===== src/verilog/eab_pkg.sv =====
// shared constants, types and helpers of the effective address unit
package eab_pkg;
	localparam logic [15:0] ABS8_FILL  = 16'hffff;
	localparam logic [7:0]  NORM_FILL  = 8'h00;
	localparam logic [15:0] MI_FILL    = 16'h0000;
	localparam logic [23:0] LONG_HALF  = 24'h000002;
	localparam logic [23:0] BYTE_NEXT  = 24'h000001;
	localparam logic [31:0] STEP_B     = 32'h00000001;
	localparam logic [31:0] STEP_W     = 32'h00000002;
	localparam logic [31:0] STEP_L     = 32'h00000004;
	localparam logic [31:0] REG_RST    = 32'h00000000;
	localparam logic        ADV_RST    = 1'b1;
	localparam logic [1:0]  LANE_HI    = 2'b10;
	localparam logic [1:0]  LANE_LO    = 2'b01;
	localparam logic [1:0]  LANE_BOTH  = 2'b11;
	localparam int          PTR_LSB    = 4;
	localparam int          INC_LSB    = 7;
	localparam int          BIT_LSB    = 4;
	localparam int          TRAP_LSB   = 4;

	typedef enum logic [3:0] {
		EM_RDIR, EM_RIND, EM_DISP16, EM_DISP24, EM_POSTINC, EM_PREDEC, EM_ABS8,
		EM_ABS16, EM_ABS24, EM_IMM, EM_PCREL8, EM_PCREL16, EM_MEMIND, EM_IMPL
	} eab_mode_t;
	typedef enum logic [1:0] {SZ_B, SZ_W, SZ_L} eab_size_t;
	typedef enum logic [1:0] {CL_ALU, CL_XFER, CL_BIT, CL_FLOW} eab_class_t;
	typedef enum logic [1:0] {IM_PTR, IM_INCDEC, IM_BITNUM, IM_TRAP} eab_impl_t;

	typedef struct packed {
		logic        valid;
		eab_class_t  cls;
		eab_mode_t   mode;
		eab_size_t   size;
		logic        write;
		logic        bit_from_reg;
		logic [3:0]  rfield;
		logic [3:0]  bit_reg;
		eab_impl_t   impl;
		logic [15:0] opword;
		logic [31:0] ext;
		logic [23:0] pc_next;
		logic [31:0] wdata;
	} eab_req_t;

	typedef struct packed {
		logic        valid;
		logic        illegal;
		logic        odd_target;
		logic [23:0] ea;
		logic [31:0] data;
		logic [2:0]  bit_num;
	} eab_rsp_t;

	typedef struct packed {
		logic periph;
		logic three_state;
		logic narrow;
	} eab_attr_t;

	typedef struct packed {
		logic        rd;
		logic        wr;
		logic [1:0]  lane;
		logic [23:0] addr;
		logic [15:0] wdata;
	} eab_bus_t;

	function automatic logic [23:0] eab_trunc(input logic [23:0] a, input logic adv);
		return adv ? a : {NORM_FILL, a[15:0]};
	endfunction

	function automatic logic [31:0] eab_step(input eab_size_t s);
		return (s == SZ_B) ? STEP_B : (s == SZ_W) ? STEP_W : STEP_L;
	endfunction
endpackage


===== src/verilog/eab_regfile.sv =====
// eight long registers, byte-writable, two combinational read ports
module eab_regfile
	import eab_pkg::*;
#(
	parameter int NREG = 8,
	parameter int W    = 32
) (
	input  wire logic [$clog2(NREG)-1:0] clk_unused_idx,
	input  wire logic                    clk,
	input  wire logic                    rst,
	input  wire logic [$clog2(NREG)-1:0] ra_idx,
	input  wire logic [$clog2(NREG)-1:0] rb_idx,
	input  wire logic [W/8-1:0]          we,
	input  wire logic [$clog2(NREG)-1:0] w_idx,
	input  wire logic [W-1:0]            w_data,
	output logic [W-1:0]                 ra_data,
	output logic [W-1:0]                 rb_data
);
	logic [W-1:0] mem_q [NREG];

	always_ff @(posedge clk or posedge rst) begin
		if (rst) begin
			for (int i = 0; i < NREG; i++) begin
				mem_q[i] <= W'(REG_RST);
			end
		end else begin
			for (int b = 0; b < W / 8; b++) begin
				if (we[b]) begin
					mem_q[w_idx][8*b +: 8] <= w_data[8*b +: 8];
				end
			end
		end
	end

	assign ra_data = mem_q[ra_idx];
	assign rb_data = mem_q[rb_idx];
endmodule


===== src/verilog/eab_bus_cycle.sv =====
// internal bus cycle: two or three states, byte lanes, narrow-register split
module eab_bus_cycle
	import eab_pkg::*;
(
	input  wire logic        clk,
	input  wire logic        rst,
	input  wire logic        start,
	input  wire logic [23:0] addr,
	input  wire logic        word,
	input  wire logic        write,
	input  wire logic [15:0] wdata,
	input  wire eab_attr_t   attr,
	input  wire logic [15:0] rdata,
	output eab_bus_t         bus_q,
	output logic             done_q,
	output logic             err_q,
	output logic [15:0]      rdata_q
);
	typedef enum logic [1:0] {
		BC_IDLE = 2'b00, BC_T1 = 2'b01, BC_T2 = 2'b11, BC_T3 = 2'b10
	} eab_bstate_t;

	eab_bstate_t state_q;
	eab_attr_t   attr_q;
	logic        word_q;
	logic        write_q;
	logic        second_q;
	logic [15:0] wdata_q;
	logic        refuse_now;
	logic        refuse;
	logic        split;
	logic        wait3;
	logic        last;
	logic [7:0]  byte_in;

	// attributes come from the decoder watching the address driven in T1
	assign refuse_now = attr.periph && !attr.narrow && !word_q; // RQ18
	assign refuse     = state_q == BC_T2 && attr_q.periph && !attr_q.narrow && !word_q;
	assign split      = attr_q.periph && attr_q.narrow && word_q && !second_q; // RQ19
	assign wait3      = attr_q.periph && attr_q.three_state; // RQ18
	assign last       = (state_q == BC_T2 && !wait3) || state_q == BC_T3; // RQ16
	assign byte_in    = bus_q.addr[0] ? rdata[7:0] : rdata[15:8]; // RQ22

	always_ff @(posedge clk or posedge rst) begin
		if (rst) begin
			state_q <= BC_IDLE;
		end else begin
			unique case (state_q)
				BC_IDLE: if (start) state_q <= BC_T1;
				BC_T1:   state_q <= BC_T2;
				BC_T2: begin
					if (refuse) state_q <= BC_IDLE;
					else if (wait3) state_q <= BC_T3; // RQ18
					else if (split) state_q <= BC_T1; // RQ19
					else state_q <= BC_IDLE; // RQ17 RQ20
				end
				BC_T3:   state_q <= split ? BC_T1 : BC_IDLE;
			endcase
		end
	end

	always_ff @(posedge clk or posedge rst) begin
		if (rst) begin
			attr_q <= '0;
		end else if (state_q == BC_T1) begin
			attr_q <= attr;
		end
	end

	always_ff @(posedge clk or posedge rst) begin
		if (rst) begin
			word_q   <= 1'b0;
			write_q  <= 1'b0;
			wdata_q  <= 16'h0000;
			second_q <= 1'b0;
		end else if (state_q == BC_IDLE && start) begin
			word_q   <= word;
			write_q  <= write;
			wdata_q  <= wdata;
			second_q <= 1'b0;
		end else if (last && split) begin
			second_q <= 1'b1;
		end
	end

	// lanes and write strobe only from T2, once the register width is known
	always_ff @(posedge clk or posedge rst) begin
		if (rst) begin
			bus_q <= '0;
		end else if (state_q == BC_IDLE && start) begin
			bus_q.addr <= addr;
			bus_q.rd   <= !write;
			bus_q.wr   <= 1'b0;
			bus_q.lane <= 2'b00;
		end else if (state_q == BC_T1) begin
			bus_q.wr <= write_q && !refuse_now; // RQ18
			if (attr.periph && attr.narrow && word_q) begin
				bus_q.lane  <= second_q ? LANE_LO : LANE_HI; // RQ19
				bus_q.wdata <= second_q ? {2{wdata_q[7:0]}} : {2{wdata_q[15:8]}};
			end else if (word_q) begin
				bus_q.lane  <= LANE_BOTH; // RQ17
				bus_q.wdata <= wdata_q;
			end else begin
				bus_q.lane  <= bus_q.addr[0] ? LANE_LO : LANE_HI; // RQ22
				bus_q.wdata <= {2{wdata_q[7:0]}};
			end
		end else if (last || refuse) begin
			bus_q.rd   <= 1'b0;
			bus_q.wr   <= 1'b0;
			bus_q.lane <= 2'b00;
			if (split && !refuse) begin
				bus_q.addr <= bus_q.addr + BYTE_NEXT; // RQ19
				bus_q.rd   <= !write_q;
			end
		end
	end

	always_ff @(posedge clk or posedge rst) begin
		if (rst) begin
			done_q  <= 1'b0;
			err_q   <= 1'b0;
			rdata_q <= 16'h0000;
		end else begin
			done_q <= last && !refuse && !split;
			err_q  <= refuse;
			if (last && !refuse) begin
				if (split) rdata_q[15:8] <= byte_in;
				else if (second_q) rdata_q[7:0] <= byte_in;
				else if (word_q) rdata_q <= rdata;
				else rdata_q <= {8'h00, byte_in};
			end
		end
	end
endmodule


===== src/verilog/eab_ea_unit.sv =====
// effective address unit: mode decode, address arithmetic, operand access
// Function
// RQ1: register direct picks byte half, word half or whole long register
// RQ2: register indirect addresses memory with low 24 register bits
// RQ3: displacement, 16-bit sign-extended or 24-bit, added to register
// RQ4: post-increment addresses with register, then pointer_add_immediate 1, 2 or 4
// RQ5: pre-decrement subtracts 1, 2 or 4 first, stores, then addresses
// RQ6: short absolute fills upper sixteen bits with ones; long reaches all
// RQ7: 16-bit absolute sign-extends bit 15 into upper byte
// RQ8: immediate takes 8, 16 or 32 bits from instruction stream
// RQ9: implicit immediates for pointer step, increment, bit number, trap vector
// RQ10: branch target is next-instruction counter plus sign-extended displacement
// RQ11: short and long branch ranges follow; odd targets are flagged
// RQ12: memory indirect reads long at zero-extended byte address, keeps 24 bits
// RQ13: normal mode drops upper address byte; advanced keeps 24 bits
// RQ14: arithmetic only register direct or immediate; transfers exclude branch modes
// RQ15: bit operations use direct, indirect or short absolute; number from register
// RQ16: one state per clock edge; bus cycles two or three states
// RQ17: on-chip memory takes two states, 16-bit path, byte or word
// RQ18: peripheral two or three states; wide registers take words only
// RQ19: word access to narrow register becomes two byte cycles
// RQ20: two-state peripheral access times like on-chip memory
// RQ21: address register field three bits; data register field three or four
// RQ22: byte access picks lane from address bit 0, other lane untouched
module eab_ea_unit
	import eab_pkg::*;
(
	input  wire logic        REF_CLK,
	input  wire logic        RESET,
	input  wire logic        ADV_MODE,
	input  wire eab_req_t    REQ,
	input  wire eab_attr_t   BUS_ATTR,
	input  wire logic [15:0] BUS_RDATA,
	output logic             REQ_READY,
	output eab_rsp_t         RSP,
	output eab_bus_t         BUS
);
	typedef enum logic [1:0] {MS_IDLE = 2'b00, MS_ACC = 2'b01, MS_ACC2 = 2'b11} eab_mstate_t;

	eab_mstate_t state_q;
	logic [2:0]  sync_q;
	logic        adv_q;
	eab_req_t    req_q;
	logic [23:0] ea_q;
	logic [15:0] hi_q;
	eab_rsp_t    rsp_q;
	logic        ready_q;
	logic        bc_start_q;
	logic [23:0] bc_addr_q;
	logic        bc_word_q;
	logic        bc_write_q;
	logic [15:0] bc_wdata_q;
	logic        bc_done;
	logic        bc_err;
	logic [15:0] bc_rdata;
	logic [31:0] ra_data;
	logic [31:0] rb_data;
	logic [23:0] ra_lo;
	logic [2:0]  ra_idx;
	logic [3:0]  we;
	logic [2:0]  w_idx;
	logic [31:0] w_data;
	logic        accept;
	logic        legal;
	logic        is_mem;
	logic        long_q;
	logic        fin;
	logic [23:0] sx16;
	logic [23:0] ea_c;
	logic [31:0] dec_c;
	logic [31:0] inc_c;
	logic [31:0] rdir_c;
	logic [31:0] imm_c;
	logic [2:0]  bitn_c;
	logic        pcrel;

	// mode pin: three stages, the change taken once second and third agree
	always_ff @(posedge REF_CLK or posedge RESET) begin
		if (RESET) begin
			sync_q <= {3{ADV_RST}};
			adv_q  <= ADV_RST;
		end else begin
			sync_q <= {sync_q[1:0], ADV_MODE};
			if (sync_q[1] == sync_q[2]) adv_q <= sync_q[2];
		end
	end

	assign accept = REQ.valid && ready_q;
	assign ra_idx = (state_q == MS_IDLE) ? REQ.rfield[2:0] : req_q.rfield[2:0]; // RQ21
	assign ra_lo  = ra_data[23:0]; // RQ2
	assign sx16   = {{8{REQ.ext[15]}}, REQ.ext[15:0]};
	assign dec_c  = ra_data - eab_step(REQ.size); // RQ5
	assign inc_c  = ra_data + eab_step(req_q.size); // RQ4
	assign pcrel  = REQ.mode inside {EM_PCREL8, EM_PCREL16};
	assign long_q = req_q.size == SZ_L || req_q.mode == EM_MEMIND;
	assign fin    = bc_done && (state_q == MS_ACC2 || (state_q == MS_ACC && !long_q));
	assign is_mem = (REQ.cls != CL_FLOW && !(REQ.mode inside {EM_RDIR, EM_IMM, EM_IMPL}))
		|| REQ.mode == EM_MEMIND;

	eab_regfile #(
		.NREG (8),
		.W    (32)
	) u_regs (
		.clk_unused_idx (3'h0),
		.clk            (REF_CLK),
		.rst            (RESET),
		.ra_idx         (ra_idx),
		.rb_idx         (REQ.bit_reg[2:0]),
		.we             (we),
		.w_idx          (w_idx),
		.w_data         (w_data),
		.ra_data        (ra_data),
		.rb_data        (rb_data)
	);

	always_comb begin
		unique case (REQ.cls)
			CL_ALU:  legal = REQ.mode inside {EM_RDIR, EM_IMM, EM_IMPL}; // RQ14
			CL_XFER: legal = !(REQ.mode inside {EM_PCREL8, EM_PCREL16, EM_MEMIND}); // RQ14
			CL_BIT:  legal = REQ.mode inside {EM_RDIR, EM_RIND, EM_ABS8}; // RQ15
			CL_FLOW: legal = REQ.mode inside {EM_PCREL8, EM_PCREL16, EM_MEMIND, EM_RIND,
				EM_ABS24, EM_IMPL};
		endcase
	end

	always_comb begin
		unique case (REQ.mode)
			EM_DISP16:  ea_c = ra_lo + sx16; // RQ3
			EM_DISP24:  ea_c = ra_lo + REQ.ext[23:0]; // RQ3
			EM_PREDEC:  ea_c = dec_c[23:0]; // RQ5
			EM_ABS8:    ea_c = {ABS8_FILL, REQ.ext[7:0]}; // RQ6
			EM_ABS16:   ea_c = sx16; // RQ7
			EM_ABS24:   ea_c = REQ.ext[23:0]; // RQ6
			EM_PCREL8:  ea_c = REQ.pc_next + {{16{REQ.ext[7]}}, REQ.ext[7:0]}; // RQ10 RQ11
			EM_PCREL16: ea_c = REQ.pc_next + sx16; // RQ10 RQ11
			EM_MEMIND:  ea_c = {MI_FILL, REQ.ext[7:0]}; // RQ12
			default:    ea_c = ra_lo; // RQ2 RQ4
		endcase
	end

	always_comb begin
		unique case (REQ.size)
			SZ_B:    rdir_c = {24'h000000, REQ.rfield[3] ? ra_data[7:0] : ra_data[15:8]}; // RQ1
			SZ_W:    rdir_c = {16'h0000, REQ.rfield[3] ? ra_data[31:16] : ra_data[15:0]}; // RQ1
			default: rdir_c = ra_data; // RQ1
		endcase
	end

	always_comb begin
		imm_c = 32'h00000000;
		if (REQ.mode == EM_IMM) begin
			unique case (REQ.size)
				SZ_B:    imm_c = {24'h000000, REQ.ext[7:0]}; // RQ8
				SZ_W:    imm_c = {16'h0000, REQ.ext[15:0]}; // RQ8
				default: imm_c = REQ.ext; // RQ8
			endcase
		end else if (REQ.mode == EM_IMPL) begin
			unique case (REQ.impl)
				IM_PTR: begin
					unique case (REQ.opword[PTR_LSB +: 2])
						2'h0:    imm_c = STEP_B; // RQ9
						2'h1:    imm_c = STEP_W; // RQ9
						default: imm_c = STEP_L; // RQ9
					endcase
				end
				IM_INCDEC: imm_c = REQ.opword[INC_LSB] ? STEP_W : STEP_B; // RQ9
				IM_BITNUM: imm_c = {29'h00000000, REQ.opword[BIT_LSB +: 3]}; // RQ9
				IM_TRAP:   imm_c = {30'h00000000, REQ.opword[TRAP_LSB +: 2]}; // RQ9
			endcase
		end else begin
			imm_c = rdir_c;
		end
	end

	// a register number takes the low bits of the selected byte half
	assign bitn_c = !REQ.bit_from_reg ? REQ.opword[BIT_LSB +: 3] // RQ15
		: REQ.bit_reg[3] ? rb_data[2:0] : rb_data[10:8]; // RQ15

	// the three writers never meet: two only in idle, one only on finish
	always_comb begin
		we     = 4'h0;
		w_idx  = ra_idx;
		w_data = 32'h00000000;
		if (accept && legal && REQ.mode == EM_PREDEC) begin
			we     = 4'hf; // RQ5
			w_data = dec_c;
		end else if (accept && legal && REQ.mode == EM_RDIR && REQ.write) begin
			unique case (REQ.size)
				SZ_B:    we = REQ.rfield[3] ? 4'h1 : 4'h2; // RQ1
				SZ_W:    we = REQ.rfield[3] ? 4'hc : 4'h3; // RQ1
				default: we = 4'hf;
			endcase
			w_data = REQ.size == SZ_B ? {4{REQ.wdata[7:0]}}
				: REQ.size == SZ_W ? {2{REQ.wdata[15:0]}} : REQ.wdata;
		end else if (fin && req_q.mode == EM_POSTINC) begin
			we     = 4'hf; // RQ4
			w_data = inc_c;
		end
	end

	always_ff @(posedge REF_CLK or posedge RESET) begin
		if (RESET) begin
			state_q <= MS_IDLE;
			ready_q <= 1'b1;
		end else begin
			unique case (state_q)
				MS_IDLE: if (accept && legal && is_mem) begin
					state_q <= MS_ACC;
					ready_q <= 1'b0;
				end
				MS_ACC: if (bc_err || fin) begin
					state_q <= MS_IDLE;
					ready_q <= 1'b1;
				end else if (bc_done) begin
					state_q <= MS_ACC2;
				end
				MS_ACC2: if (bc_err || bc_done) begin
					state_q <= MS_IDLE;
					ready_q <= 1'b1;
				end
			endcase
		end
	end

	always_ff @(posedge REF_CLK or posedge RESET) begin
		if (RESET) begin
			req_q <= '0;
			ea_q  <= 24'h000000;
			hi_q  <= 16'h0000;
		end else begin
			if (accept) begin
				req_q <= REQ;
				ea_q  <= ea_c;
			end
			if (state_q == MS_ACC && bc_done) hi_q <= bc_rdata;
		end
	end

	// a long operand is two word cycles, upper half at the lower address
	always_ff @(posedge REF_CLK or posedge RESET) begin
		if (RESET) begin
			bc_start_q <= 1'b0;
			bc_addr_q  <= 24'h000000;
			bc_word_q  <= 1'b0;
			bc_write_q <= 1'b0;
			bc_wdata_q <= 16'h0000;
		end else begin
			bc_start_q <= 1'b0;
			if (accept && legal && is_mem) begin
				bc_start_q <= 1'b1;
				bc_addr_q  <= eab_trunc(ea_c, adv_q); // RQ13
				bc_word_q  <= REQ.size != SZ_B || REQ.mode == EM_MEMIND; // RQ12
				bc_write_q <= REQ.write && REQ.mode != EM_MEMIND;
				bc_wdata_q <= REQ.size == SZ_L ? REQ.wdata[31:16]
					: REQ.size == SZ_W ? REQ.wdata[15:0] : {8'h00, REQ.wdata[7:0]};
			end else if (state_q == MS_ACC && bc_done && long_q) begin
				bc_start_q <= 1'b1;
				bc_addr_q  <= eab_trunc(ea_q + LONG_HALF, adv_q); // RQ13
				bc_wdata_q <= req_q.wdata[15:0];
			end
		end
	end

	eab_bus_cycle u_bus (
		.clk     (REF_CLK),
		.rst     (RESET),
		.start   (bc_start_q),
		.addr    (bc_addr_q),
		.word    (bc_word_q),
		.write   (bc_write_q),
		.wdata   (bc_wdata_q),
		.attr    (BUS_ATTR),
		.rdata   (BUS_RDATA),
		.bus_q   (BUS),
		.done_q  (bc_done),
		.err_q   (bc_err),
		.rdata_q (bc_rdata)
	);

	always_ff @(posedge REF_CLK or posedge RESET) begin
		if (RESET) begin
			rsp_q <= '0;
		end else begin
			rsp_q.valid <= 1'b0;
			if (accept) begin
				rsp_q.bit_num <= bitn_c;
				if (!legal || !is_mem) begin
					rsp_q.valid      <= 1'b1;
					rsp_q.illegal    <= !legal; // RQ14 RQ15
					rsp_q.odd_target <= pcrel && ea_c[0]; // RQ11
					rsp_q.ea         <= eab_trunc(ea_c, adv_q); // RQ13
					rsp_q.data       <= imm_c;
				end
			end else if (fin || (state_q != MS_IDLE && bc_err)) begin
				rsp_q.valid      <= 1'b1;
				rsp_q.illegal    <= bc_err;
				rsp_q.odd_target <= 1'b0;
				if (req_q.mode == EM_MEMIND) begin
					rsp_q.ea   <= eab_trunc({hi_q[7:0], bc_rdata}, adv_q); // RQ12 RQ13
					rsp_q.data <= {8'h00, hi_q[7:0], bc_rdata};
				end else begin
					rsp_q.ea   <= eab_trunc(ea_q, adv_q); // RQ13
					rsp_q.data <= req_q.size == SZ_L ? {hi_q, bc_rdata} : {16'h0000, bc_rdata};
				end
			end
		end
	end

	assign REQ_READY = ready_q;
	assign RSP       = rsp_q;
endmodule


===== config.mk =====
export PLATFORM = sky130hd
export DESIGN_NAME = eab_ea_unit
export DESIGN_NICKNAME = d
export VERILOG_FILES = /design/src/verilog/eab_pkg.sv /design/src/verilog/eab_regfile.sv /design/src/verilog/eab_bus_cycle.sv /design/src/verilog/eab_ea_unit.sv
export SDC_FILE = /design/constraint.sdc
export NUM_CORES = 2
export LEC_CHECK = 0
export BUFFER_PORTS_ARGS = -buffer_cell sky130_fd_sc_hd__clkbuf_2
export CAP_MARGIN = 20
export CORE_AREA = 2 2 353 355
export CTS_CLUSTER_DIAMETER = 50
export CTS_CLUSTER_SIZE = 20
export DETAILED_ROUTE_END_ITERATION = 6
export DIE_AREA = 0 0 355 357
export GPL_TIMING_DRIVEN = 0
export HOLD_SLACK_MARGIN = 0.12
export PLACE_DENSITY = 0.38
export REMOVE_ABC_BUFFERS = 1
export SETUP_SLACK_MARGIN = 0.3
export SKIP_CTS_REPAIR_TIMING = 1
export SLEW_MARGIN = 40
export SYNTH_ARGS = -nofsm -noshare
export SYNTH_HDL_FRONTEND = slang
export SYNTH_SLANG_ARGS = --single-unit
export TNS_END_PERCENT = 1

===== constraint.sdc =====
create_clock -name REF_CLK -period 38.4 [get_ports REF_CLK]
set_input_delay 1.92 -clock REF_CLK [delete_from_list [all_inputs] [get_ports REF_CLK]]
set_output_delay 1.92 -clock REF_CLK [all_outputs]
set_load 0.005 [all_outputs]

==> results.md <==
- EDFF count, synth: 0
- Clk slew on worst S/H paths: 0.06 ns
- Worst r2r path cells: 18
- Crit path top cell by count: o21ai_0
- Delay-heaviest family, CP: compound AO/OA/AOI/OAI gates
- Crit-path cells: clkbuf_2 -> or3b_1 -> nand2_4 -> or3_1 -> o31a_1 -> inv_1 -> ha_1 -> a211oi_1 -> nor2_1 -> o32ai_1 -> nor2_1 -> a21oi_1 -> o21ai_0 -> xnor2_1 -> o21ai_0 -> o22ai_1 -> a21boi_1 -> o21ai_0
- WP depth: 18
- CP max-delay cell: o32ai_1
- Initial Util: 0.248
- Critical Path RT: 38.91 ns
- Largest net degree at the start of global routing: 71
- Final Cell Area: 37500 um2
- Clock Tree Buf Depth: 3
- Routed length per instance: 25.8 um
- Status: completed
- Min-Delay Endpoint: sync_q[1]
- Share of post-route cells with drive strength above 1: 0.192
- Gpl congestion: 0.904
- Final WL: 139 mm
- WHS Path Cells: 0
- PD cells: 43.0 nW/um2
- Leakage: 16.1 nW
- Worst setup margin: 30.52 ns
- RR Endpoint: bc_addr_q[21]
- Critical path class: input pin to flip-flop
- TritonCTS clock tree: yes
- Core ar.: 123000 um2
- Vias in the first global route: 27800
- Design Power: 1.61 mW
- Placement Cell Area: 34200 um2
- Worst-Skew Late Latency: 0.67 ns
- TritonCTS Buffers: 89
- Worst Path Arrival: 8.39 ns
- Yosys reg bits: 519
- Max Cap Violations: 0
- Grt ovf: 0
- Max-slew violation count: 0
- Reg-to-Reg Start: state_q[1]
- Routed Antenna Nets: 0
- R2r setup slk: 31.10 ns
- Core Rows: 129
- Final setup violation count: 0
- Die width: 355 um
- Sequential-to-total area share from yosys stat: 0.426
- Mapped Area: 30500 um2
- CP startpoint kind: input pin
- Critical Path End Type: flip-flop
- Distinct cells, synth: 101
- WP buf/inv: 2
- Place WS: 29.78 ns
- Post-Layout Cell Count: 5397
- P&R area growth vs syn: 23.1%
- Final Skew: 0.0352 ns
- Syn Area/Cell: 8.67 um2
- Worst-margin pin slew: 0.887 ns
- Fin Hold WS: 0.355 ns
- Worst-path fanout max: 33
- Initial antenna violation count: 5
- Final hold violations: 0
- Synth Instances: 3515
- Cell count after placement: 5226
- DRC violations left: 0
- First-pass GRT wire length: 202 mm
- # IOs: 254
- Worst VDD drop: 0.0305 mV
- Fin crit period: 7.88 ns
- Root buf cell: clkbuf_16
- Total number of vias: 28500
- Top_reg_cell synth: dfrtp_1
- Post-synth ARST share: 1.00
- GR Util All Layers: 0.214
- Clk sink count: 519
- Fin util: 0.305
- Fin crit share: 0.205
- Worst rel slew slack: 0.407
- Fmax achieved: 127 MHz
- RSZ-0062 raised after global routing: false
- Final setup TNS: 0 ns
- DRT Pass-1 Iters: 5
- Port buffer count: 241
- Final nets: 3886
- Slowest Stage Delay on Critical Path: 0.76 ns
- Vias/cell: 5.28
- Die ar.: 127000 um2
- Die H: 357 um
- H-tree depth: 3
- Hpwl dp: 105 mm
- Hold Crit Start: sync_q[0]
- Yosys warning count: 0
- Worst Hold Class: flip-flop to flip-flop
- DRT iter0 DRCs: 2299
==> layout by cell type, fill, tap and decap left out, types with 32 or more instances in the layout <==
cell type | Yosys | layout
clkbuf_2 | 0 | 239
nand3_1 | 62 | 59
mux2_2 | 80 | 80
a31oi_1 | 43 | 38
nand2_1 | 677 | 662
dfrtp_1 | 514 | 512
clkbuf_16 | 0 | 90
a22oi_1 | 60 | 59
ha_1 | 54 | 54
o221ai_1 | 35 | 33
nor3_1 | 63 | 58
a21oi_1 | 255 | 248
a211oi_1 | 34 | 32
mux2i_1 | 65 | 65
inv_1 | 57 | 56
xnor2_1 | 63 | 63
o21ai_0 | 415 | 409
nor2_1 | 173 | 153
o22ai_1 | 63 | 62
==> how the worst max path moves through the flow <==
| stage | slack, ns | startpoint | endpoint |
|---|---|---|---|
| floorplan | 21.99 | RESET | RSP[0] |
| global placement | 13.98 | RESET | RSP[32] |
| detailed placement | 29.78 | REQ[110] | bc_addr_q[21] |
| CTS | 30.49 | REQ[110] | bc_addr_q[21] |
| global route | 30.27 | REQ[110] | RSP[56] |
| finish | 30.52 | REQ[110] | bc_addr_q[21] |
==> cells by family (layout without fill, tap and decap cells) <==
family,count (synthesis),in the layout,synth area share
AO/OA/AOI/OAI,1206,1206,0.248
XOR/XNOR,92,92,0.0264
adder cells (fa/ha/maj),59,59,0.0251
buffers and inverters,298,541,0.0385
flip-flops,519,519,0.426
multiplexers,160,160,0.0620
other,0,2,0
AND/OR/NAND/NOR,1181,1181,0.174
==> worst reg2reg max path: cells and delay by family, from the launching register on <==
family          cells  cell delay [ns]
simple gates        4             1.56
xor+xnor            1             0.22
buf+inv             1             0.33
fa+ha+maj           1             0.35
compound gates     11             4.05
flops               1             0.66
==> synthesized netlist by cell type (13+ instances only) <==
master,count,area share
o31ai_1,21,0.0052
and3_1,25,0.0051
ha_1,54,0.022
buf_1,13,0.0016
o21ai_1,30,0.0049
mux2_2,80,0.030
buf_2,23,0.0038
nor3_1,63,0.010
o21ai_0,415,0.068
o22ai_1,63,0.013
dfrtp_1,514,0.42
o211ai_1,20,0.0049
a221o_1,31,0.010
xor2_1,29,0.0083
a21oi_1,255,0.042
nor3b_1,13,0.0032
inv_1,57,0.0070
nand2_1,677,0.083
mux4_2,15,0.011
nor2b_1,22,0.0045
a31o_2,14,0.0040
a211oi_1,34,0.0084
and2_1,14,0.0029
o21a_1,20,0.0049
nand4_1,24,0.0049
nand3_1,62,0.010
nor2_1,173,0.021
a22oi_1,60,0.015
or3_1,13,0.0027
a21o_1,21,0.0052
a31oi_1,43,0.0088
xnor2_1,63,0.018
mux2i_1,65,0.021
clkbuf_1,190,0.023
o221ai_1,35,0.010
a221oi_1,35,0.010
nor4_1,14,0.0029
nand2b_1,20,0.0041
==> power breakdown <==
part	leakage (nW)	internal, mW	switching, mW
clock	1.57	0.552	0.320
sequential	6.87	0.548	0.000916
combinational	7.70	0.0587	0.135
==> flip-flops by register name, indices dropped and copies added, names as in the netlist, 24 cells and up <==
name	count
u_regs.mem_q	256
u_bus.bus_q	44
req_q	25
bc_addr_q	24
ea_q	24
RSP	62
==> layout make-up <==
| cell class | count | area [um2] |
|---|---|---|
| antenna | 2 | 5.00 |
| fill | 13200 | 85500 |
| clock buffer | 99 | 2350 |
| sequential | 519 | 13000 |
| clock inverter | 69 | 907 |
| multi-input combinational | 2698 | 16900 |
| timing repair buffer | 307 | 2090 |
| tap | 1637 | 2050 |
| inverter | 66 | 255 |
==> routing by layer <==
metal | GRT usage | wire length, um
met3 | 0.0287 | 6190
met4 | 0.0714 | 4350
met1 | 0.282 | 61800
met2 | 0.361 | 66600
met5 | 0 | 37
No activity file was read; power rests on OpenSTA's default activity.
